$ cat src/core/adcsc_defs.svh
// Constants for the converter status and channel select block
//
// Contract
// - Primary result flag, status bit 7, sets on primary conversion or calibration completion.
// - Primary result flag clears on software zero write or calibration mode write.
// - While primary result flag set, primary results never reach data or calibration registers; the code still lets them through in the cycle a clear lands.
// - Status bit 6 is the auxiliary result flag, same rules, auxiliary variant only.
// - Status bit 5 sets on calibration completion, clears only on mode write.
// - Auxiliary calibration with temperature sensor selected never completes nor sets bit 5.
// - Status bit 4 flags bad reference pair A, only while a converter is active.
// - While missing reference flag is set, every stored result is forced to all ones.
// - Only reference pair A is watched; pair B never raises the missing reference flag.
// - Status bit 3 sets when the stored primary result is all zeros or all ones.
// - Primary fault flag sets when a calibration failed to update its coefficients.
// - Primary fault flag clears on any mode write starting conversion or calibration.
// - Status bit 2 is the auxiliary fault flag with primary fault behaviour.
// - Status bits 1 and 0 and select bit 4 ignore writes.
// - Select bits 7:6 pick reference: internal, pair A, pair B, reserved.
// - Select bits 3:0 pick primary input: single ended, differential pairs, common shorted.
`ifndef ADCSC_DEFS_SVH
`define ADCSC_DEFS_SVH

// Register addresses in the special function space
`define ADCSC_STATUS_ADDR 8'hD8
`define ADCSC_SELECT_ADDR 8'hE6
`define ADCSC_STATUS_RST 8'h00
`define ADCSC_SELECT_RST 8'h00

// Status bit positions
`define ADCSC_B_P_READY 3'd7
`define ADCSC_B_A_READY 3'd6
`define ADCSC_B_CAL 3'd5
`define ADCSC_B_NOREF 3'd4
`define ADCSC_B_P_FAULT 3'd3
`define ADCSC_B_A_FAULT 3'd2

// Select field layout and fixed codes
`define ADCSC_SEL_WMASK 8'hEF
`define ADCSC_CH_DIFF0 4'hA
`define ADCSC_CH_COMMON 4'hF
`define ADCSC_IN_COMMON 4'h0

// Lowest mode code that starts a calibration
`define ADCSC_MODE_CAL_MIN 3'h4

// Result width
`define ADCSC_DW 24

`endif

$ cat src/core/adcsc_pkg.sv
// Types for the converter status and channel select block
package adcsc_pkg;

   // Reference source codes
   typedef enum logic [1:0] {
      ADCSC_REF_INT = 2'b00,
      ADCSC_REF_A = 2'b01,
      ADCSC_REF_B = 2'b10,
      ADCSC_REF_RSV = 2'b11
   } adcsc_ref_e;

   // Whole state of the block
   typedef struct packed {
      logic p_ready;
      logic a_ready;
      logic cal;
      logic noref;
      logic p_fault;
      logic a_fault;
      logic [7:0] sel;
      logic [3:0] pos_in;
      logic [3:0] neg_in;
      logic [2:0] ref_sync;
      logic ref_bad;
      logic [23:0] p_data;
      logic [23:0] a_data;
      logic [7:0] rdata;
      logic rvalid;
   } adcsc_state_s;

endpackage

$ cat src/core/adcsc_top.sv
// Converter status flags, result holding and channel/reference select
`timescale 1ns/1ps
`default_nettype none
`include "adcsc_defs.svh"

module adcsc_top #(
   parameter bit AUX_PRESENT = 1'b1
) (
   // Clock and reset
   input wire logic MCLK,
   input wire logic RESETN,
   // Special function register access
   input wire logic [7:0] SFR_ADDR,
   input wire logic SFR_WR,
   input wire logic [7:0] SFR_WDATA,
   input wire logic SFR_RD,
   input wire logic SFR_BIT_WR,
   input wire logic [7:0] SFR_BIT_ADDR,
   input wire logic SFR_BIT_VAL,
   output logic [7:0] SFR_RDATA,
   output logic SFR_RVALID,
   // Mode register write strobe
   input wire logic MODE_WR,
   input wire logic [2:0] MODE_FIELD,
   // Primary converter datapath
   input wire logic P_ACTIVE,
   input wire logic P_DONE,
   input wire logic [23:0] P_RESULT,
   input wire logic P_CAL_DONE,
   input wire logic P_CAL_FAIL,
   output logic P_WR_EN,
   output logic [23:0] P_DATA,
   // Auxiliary converter datapath
   input wire logic A_ACTIVE,
   input wire logic A_DONE,
   input wire logic [23:0] A_RESULT,
   input wire logic A_CAL_DONE,
   input wire logic A_CAL_FAIL,
   input wire logic A_TEMP_SEL,
   output logic A_WR_EN,
   output logic [23:0] A_DATA,
   // Reference pair A detector, asynchronous
   input wire logic REF_A_BAD,
   // Primary multiplexer controls
   output logic [1:0] REF_SEL,
   output logic [3:0] CH_SEL,
   output logic [3:0] POS_IN,
   output logic [3:0] NEG_IN,
   output logic NOREF
);

   adcsc_pkg::adcsc_state_s s_r;
   adcsc_pkg::adcsc_state_s s_nxt;
   logic st_wr;
   logic sel_wr;
   logic p_clr;
   logic a_clr;
   logic mode_cal;
   logic p_open;
   logic a_open;
   logic p_take;
   logic a_take;
   logic p_cal;
   logic a_cal;
   logic [23:0] p_val;
   logic [23:0] a_val;
   logic [7:0] status_rd;
   logic [3:0] pair_base;

   // Reported status byte; unimplemented low bits read zero
   assign status_rd = {s_r.p_ready, s_r.a_ready, s_r.cal, s_r.noref, s_r.p_fault, s_r.a_fault, 2'b00};

   // Decode of software accesses
   assign st_wr = SFR_WR && (SFR_ADDR == `ADCSC_STATUS_ADDR);
   assign sel_wr = SFR_WR && (SFR_ADDR == `ADCSC_SELECT_ADDR);
   // Mode codes four and up start a calibration, so they also drop the result flags
   assign mode_cal = MODE_WR && (MODE_FIELD >= `ADCSC_MODE_CAL_MIN);

   // Result flag clears: zero written by byte or bit, or calibration start
   assign p_clr = (st_wr && !SFR_WDATA[`ADCSC_B_P_READY])
                  || (SFR_BIT_WR && !SFR_BIT_VAL
                      && (SFR_BIT_ADDR == (`ADCSC_STATUS_ADDR | 8'h07)))
                  || mode_cal;
   assign a_clr = (st_wr && !SFR_WDATA[`ADCSC_B_A_READY])
                  || (SFR_BIT_WR && !SFR_BIT_VAL
                      && (SFR_BIT_ADDR == (`ADCSC_STATUS_ADDR | 8'h06)))
                  || mode_cal;

   // A completion in the clearing cycle is accepted, so the event is not lost
   assign p_open = !s_r.p_ready || p_clr;
   assign a_open = AUX_PRESENT && (!s_r.a_ready || a_clr);
   // Completions that the flags let through; the rest are dropped
   assign p_take = P_DONE && p_open;
   assign a_take = A_DONE && a_open;
   assign p_cal = P_CAL_DONE && p_open;
   assign a_cal = A_CAL_DONE && a_open && !A_TEMP_SEL;

   // Write enables toward the datapath's own result registers
   // Combinational, so a clear reopens the path in the very cycle it lands
   assign P_WR_EN = p_open;
   assign A_WR_EN = a_open;

   // Results clamp to all ones while the reference is missing
   assign p_val = s_r.noref ? {`ADCSC_DW{1'b1}} : P_RESULT;
   assign a_val = s_r.noref ? {`ADCSC_DW{1'b1}} : A_RESULT;

   // First input of the selected differential pair
   assign pair_base = 4'((SFR_WDATA[3:0] - `ADCSC_CH_DIFF0) << 1) + 4'h1;

   // Next state
   always_comb begin
      s_nxt = s_r;
      s_nxt.rvalid = SFR_RD;
      s_nxt.rdata = 8'h00;
      if (SFR_RD) begin
         case (SFR_ADDR)
            `ADCSC_STATUS_ADDR: begin
               s_nxt.rdata = status_rd;
            end
            `ADCSC_SELECT_ADDR: begin
               s_nxt.rdata = s_r.sel;
            end
            default: begin
               s_nxt.rdata = 8'h00;
            end
         endcase
      end
      // Result flags: set wins over clear
      s_nxt.p_ready = (s_r.p_ready && !p_clr) || p_take || p_cal;
      s_nxt.a_ready = AUX_PRESENT && ((s_r.a_ready && !a_clr) || a_take || a_cal);
      // Calibration flag is cleared only by a mode write
      s_nxt.cal = (s_r.cal && !MODE_WR) || p_cal || a_cal;
      // Fault flags: saturated stored result or failed calibration
      s_nxt.p_fault = (s_r.p_fault && !MODE_WR)
                   || (p_take && ((&p_val) || (p_val == '0)))
                   || (p_cal && P_CAL_FAIL);
      s_nxt.a_fault = AUX_PRESENT && ((s_r.a_fault && !MODE_WR)
                   || (a_take && ((&a_val) || (a_val == '0)))
                   || (a_cal && A_CAL_FAIL));
      // Held results
      if (p_take) begin
         s_nxt.p_data = p_val;
      end
      if (a_take) begin
         s_nxt.a_data = a_val;
      end
      // Reference pair A detector: three stages, change once stages two and three agree
      s_nxt.ref_sync = {s_r.ref_sync[1:0], REF_A_BAD};
      if (s_r.ref_sync[1] == s_r.ref_sync[2]) begin
         s_nxt.ref_bad = s_r.ref_sync[2];
      end
      // Only pair A is watched, and only while a converter runs
      s_nxt.noref = s_r.ref_bad && (P_ACTIVE || (AUX_PRESENT && A_ACTIVE));
      // Select register; bit 4 stays zero
      if (sel_wr) begin
         s_nxt.sel = SFR_WDATA & `ADCSC_SEL_WMASK;
         if (SFR_WDATA[3:0] < `ADCSC_CH_DIFF0) begin
            s_nxt.pos_in = SFR_WDATA[3:0] + 4'h1;
            s_nxt.neg_in = `ADCSC_IN_COMMON;
         end else if (SFR_WDATA[3:0] == `ADCSC_CH_COMMON) begin
            s_nxt.pos_in = `ADCSC_IN_COMMON;
            s_nxt.neg_in = `ADCSC_IN_COMMON;
         end else begin
            s_nxt.pos_in = pair_base;
            s_nxt.neg_in = pair_base + 4'h1;
         end
      end
   end

   // State register; code 0 decodes to input one against common
   always_ff @(posedge MCLK) begin
      if (!RESETN) begin
         s_r <= '0;
         s_r.pos_in <= 4'h1;
      end else begin
         s_r <= s_nxt;
      end
   end

   // Outputs straight from state
   assign SFR_RDATA = s_r.rdata;
   assign SFR_RVALID = s_r.rvalid;
   assign P_DATA = s_r.p_data;
   assign A_DATA = s_r.a_data;
   assign REF_SEL = s_r.sel[7:6];
   assign CH_SEL = s_r.sel[3:0];
   assign POS_IN = s_r.pos_in;
   assign NEG_IN = s_r.neg_in;
   assign NOREF = s_r.noref;
endmodule // adcsc_top
`default_nettype wire

$ cat config.mk
export PLATFORM = sky130hd
export DESIGN_NAME = adcsc_top
export DESIGN_NICKNAME = d
export VERILOG_FILES = /design/src/core/adcsc_pkg.sv /design/src/core/adcsc_top.sv
export VERILOG_INCLUDE_DIRS = /design/src /design/src/core
export SDC_FILE = /design/constraint.sdc
export NUM_CORES = 1
export LEC_CHECK = 0
export BUFFER_PORTS_ARGS = -buffer_cell sky130_fd_sc_hd__buf_2
export CORE_MARGIN = 3
export CORE_UTILIZATION = 49
export CTS_CLUSTER_SIZE = 12
export DETAILED_ROUTE_END_ITERATION = 8
export PLACE_DENSITY = 0.91
export SLEW_MARGIN = 30
export SYNTH_ARGS = -nofsm -noshare
export SYNTH_HDL_FRONTEND = slang
export SYNTH_SLANG_ARGS = --single-unit
$ cat constraint.sdc
create_clock -name MCLK -period 2.6 [get_ports MCLK]
set_clock_uncertainty 0.2 [all_clocks]
set_input_delay 0.52 -clock MCLK [delete_from_list [all_inputs] [get_ports MCLK]]
set_output_delay 0.52 -clock MCLK [all_outputs]
set_load 0.03 [all_outputs]
==> run metrics, run 1 <==
chip width 97.76 um; WHS Path Cells 2; via count 3,426; vias in the first global route 3,326; asr flop ratio synth 0%; Total GRT Usage 19.96%; setup_tns 0 ns; Post-synth EDFFs 0; worst-path maximum fanout 5; Max Cap Viol 0; largest net degree at the start of global routing 48; Crit Path Class in -> out; Final Routed Wirelength 9925 um; Tmin final 2.473 ns; main combinational cell family by area after synthesis simple AND/OR/NAND/NOR gates; GR Overflow Total 0; # rows 32; Worst EP required 1.88 ns; mux share of post-synthesis cell area under 10%; Area after DPL roughly 4500 um2; Synth cell types 44; # resized after CTS 0; first-pass GRT wire length 15,810 um; TritonRoute pass-1 iters 4; syn nets slightly above 500; Port Buffers 161; pwr dens 578.3 nW/um2; Cells after DPL ~600; CTS buffer count 9; Mapped Area 4125 um2; Synth area leaders dfxtp_1, buf_4, o311a_1; Mapped Cells roughly 420; GR Layer Usage met3 about 5.8%; DR vias/cell 5.571; Mapped Avg Cell Area 9.799 um2; Post-Synth Simple-Gate Area 21.90%; Reg2Reg Depth 5; status completed; CTS tree yes; met2 usage about a third; Yosys top cell by area dfxtp_1; Layout area overhead 12.59%; CTS Root Cell clkbuf_8; xor and xnor area share after synthesis 0.4246%; drt initial violations 120; worst-margin pin slew 0.5040 ns; Hold Fails Final Rpt 0; Final Cell Area roughly 4600 um2; Reg clk slew, reported paths 0.09 ns; layout cell share with drive strength beyond 1 38.60%; CTS max path bufs 2; io pins 166; initial core utilization 52.04%; Post-CTS Setup Bufs 0; Tot Pwr 2.686 mW; CTS sink cnt 81; Die ar. 9556 um2; die span in y ~100 um; Worst VDD drop 0.2782 mV; Avg WL per Cell between 15 and 20 um; htree depth 3; leakage 2.216 nW; GP Congestion 0.8560; #FFs+latches synth 81; post-synthesis sequential area ratio 39.31%; RSZ-0062 raised after global routing false; fin crit share 95.12%; Core Area 7928 um2; hold_buf cts 0; clock latency at the later pin of the worst-skew pair 0.34 ns; Main synth FF type dfxtp_1; fmax 404.3 MHz; Layout Cells excl Fill roughly 620; crit path DAT approximately 1.8 ns; Final HPWL DP between 7000 and 8000 um; max-slew violations 0; Yosys warnings 0; initial antenna violation count 0; top cell type's share of synthesized area 39.31%; diode count 0; Compound-Gate Fraction of Synth Area between 10% and 20%; final setup fails 0; fin nets 604; Synth Area in Adders under 10%; startpoint types primary input; worst hold slack 0.1778 ns; drt drc 0; antenna viol nets, final 0; Slew HR 66.40%; crit end category output pin; GR peak layer met2; Hold WC Path Type in -> reg; GR Util met1 about a quarter
metrics by stage:
stage / utilization (%) / worst slack [ns]
2_1_floorplan: - / 0.2990
3_3_place_gp: 56.44 / 0.1381
3_5_place_dp: 56.44 / 0.1159
4_1_cts: 58.59 / 0.1355
5_1_grt: 58.59 / 0.09446
6_report: 58.59 / 0.1269
cells in the final DEF (no fill, tap or decap), drive strengths merged:
master,instances
a211oi,2
a21boi,10
a21oi,4
a221oi,1
a222oi,1
a22oi,6
a31oi,2
a32oi,2
and2,3
and3,3
buf,170
clkbuf,10
clkinv,3
clkinvlp,2
conb,1
dfxtp,81
ha,4
inv,8
mux2i,6
nand2,14
nand2b,3
nand3,3
nand3b,3
nand4,14
nand4b,2
nand4bb,1
nor2,14
nor2b,12
nor3,3
nor4,13
o211a,1
o21ai,4
o311a,48
o31ai,2
or2,48
or4,7
xnor2,2
state kept, by name, indices dropped and copies added (netlist names), 3 cells and up:
signal     flops
A_DATA        24
P_DATA        24
SFR_RDATA      8
s_r            8
CH_SEL         4
POS_IN         4
NEG_IN         3
power by group:
part	switching [mW]	internal, mW	leakage, nW	total (mW)
clock network	0.461	0.349	0.0827	0.810
registers	0.0301	1.31	0.666	1.34
logic	0.323	0.214	1.47	0.537
total	0.814	1.87	2.22	2.69
cells by family after synthesis:
kind of cell	Yosys count
flops	81
compound gates	83
other cells	1
xor+xnor	2
mux	6
simple gates	143
buf+inv	101
fa+ha+maj	4
worst max-delay path, stage by stage:
cell and delay (ns):
buf_2 0.11, nand4bb_4 0.22, or4_4 0.54, nand3_4 0.14
buf_2 0.21
cell type report:
cell class / instances / area [um2]
inverters: 7 / 26.28
well taps: 102 / 127.6
fillers: 689 / 3283
repair buffers: 170 / 898.4
flip-flops and latches: 81 / 1623
clock buffers: 10 / 127.6
multi-input cells: 239 / 1799
clock inverters: 6 / 42.54
worst paths after layout:
kind                            slack [ns]        end        start
worst min-delay path                  0.18  s_nxt[59]    REF_A_BAD
worst max register to register        0.77  A_DATA[2]      s_r[81]
worst max-delay path                  0.13    P_WR_EN  SFR_ADDR[5]
worst min register to register        0.24  s_nxt[60]    s_nxt[59]
synth_stat cells, drive strengths merged, types with 3 or more instances:
master  count
buf        80
nand4      14
and2        3
dfxtp      81
o311a      48
or4         7
mux2i       6
nand3       3
nor2b      12
a21boi     10
nor3        3
inv         7
or2        48
a21oi       4
a22oi       6
nand2b      3
and3        3
nand3b      3
o21ai       4
nor4       13
clkbuf     14
nor2       14
nand2      14
ha          4
per-layer routing:
metal,vias up,share of wire [%]
li1,1653,-
met3,24,7.6
met2,145,48
met1,1604,42
met4,0,2.3
met5,-,0
Note: power is estimated with default switching activity, not from simulation.
==> run 2: changes to the inputs <==
- BUFFER_PORTS_ARGS: -buffer_cell sky130_fd_sc_hd__buf_2 -> -buffer_cell sky130_fd_sc_hd__buf_4
==> run metrics, run 2 (same netlist as run 1, synthesis figures left out) <==
status completed; largest net degree at the start of global routing 50; final setup fails 0; Crit Path Class in -> out; Hold Fails Final Rpt 0; # resized after CTS 0; via count 3,454; leakage 2.302 nW; GR peak layer met2; hold_buf cts 0; Area after DPL about 4800 um2; fmax 403.0 MHz; max-slew violations 0; Tmin final 2.482 ns; # rows 32; commonest cells after routing, fill and taps aside buf_4, dfxtp_1, or2_1, o311a_1; first-pass GRT wire length 16,560 um; Core Area 7928 um2; crit path DAT 1.76 ns; Port Buffers 161; Finished Core Util 63.40%; worst-path maximum fanout 5; die span in y a little under 100 um; worst hold slack 0.1813 ns; crit end category output pin; GR Overflow Total 0; pwr dens 558.4 nW/um2; io pins approximately 170; setup_tns 0 ns; Fillers roughly 670; Hold WC Path Type in -> reg; CTS tree yes; CP peak stage delay between 0.5 and 0.6 ns; Die ar. approximately 9600 um2; clock latency at the later pin of the worst-skew pair 0.34 ns; drt initial violations 142; startpoint types primary input; Post-CTS Setup Bufs 0; worst-margin pin slew 0.5181 ns; GR Util met1 24.43%; final worst slack between 0.1 and 0.15 ns; Avg WL per Cell 17.07 um; antenna viol nets, final 0; GR Layer Usage met3 5.786%; CTS Root Cell clkbuf_8; Final HPWL DP 7877 um; CTS sink cnt 81; fin nets around 600; Final Routed Wirelength 10,480 um; Final Cell Area roughly 5000 um2; crit path cell chain buf_4, nand4b_1, or4_4, nand3_2, buf_4; Worst EP required 1.88 ns; CTS max path bufs 2; Layout area overhead 21.84%; GP Congestion 0.8839; dpl ws between 0.04 and 0.05 ns; RSZ-0062 raised after global routing false; DR vias/cell 5.625; met2 usage 36.64%; fin crit share between 90 and 100%; Total GRT Usage 21.07%; Slew HR about 65%; diode count 0; drt drc 0; highest-delay cell along the critical path or4_4; Cells after DPL around 600; CP most frequent cell buf_4; layout cell share with drive strength beyond 1 38.67%; Worst VDD drop 0.3234 mV; htree depth 3; initial core utilization 52.04%; chip width 97.76 um; vias in the first global route 3,352; Max Cap Viol 0; Layout Cells excl Fill 614; Tot Pwr 2.807 mW; initial antenna violation count 0; CTS buffer count 9; commonest non-fill, non-tap cell in the layout buf_4; delay-heaviest family, CP simple AND/OR/NAND/NOR gates; Reg clk slew, reported paths roughly 0.08 ns; TritonRoute pass-1 iters 5; Buf/Inv on CP 2
==> run 2: layout make-up <==
| cell class | count | area (um2) | area share [%] |
|---|---|---|---|
| multi-input combinational | 239 | 1799 | 35.80 |
| sequential | 81 | 1623 | 32.29 |
| timing repair buffer | 169 | 1269 | 25.24 |
| clock buffer | 11 | 151.4 | 3.012 |
| tap | 102 | 127.6 | 2.539 |
| clock inverter | 5 | 30.03 | 0.5975 |
| inverter | 7 | 26.28 | 0.5228 |
==> run 2: routing by layer <==
metal | vias to the layer above | wire (um)
met5 | - | 0
met4 | 0 | 199
met3 | 17 | 878
met2 | 163 | 5370
met1 | 1628 | 4035
li1 | 1646 | -
==> run 2: final timing paths <==
kind,slack (ns),start,cells past startpoint,to
setup / recovery,0.12,SFR_BIT_ADDR[5],5,A_WR_EN
hold / removal,0.18,REF_A_BAD,2,s_nxt[59]
setup reg to reg,0.67,s_r[81],5,A_DATA[6]
hold reg to reg,0.24,s_nxt[59],1,s_nxt[60]
==> run 2: where the power goes <==
part	total [mW]	switching, mW	internal [mW]
Clock	0.859	0.464	0.395
Combinational	0.604	0.324	0.280
Sequential	1.34	0.0345	1.31
Total	2.81	0.822	1.98
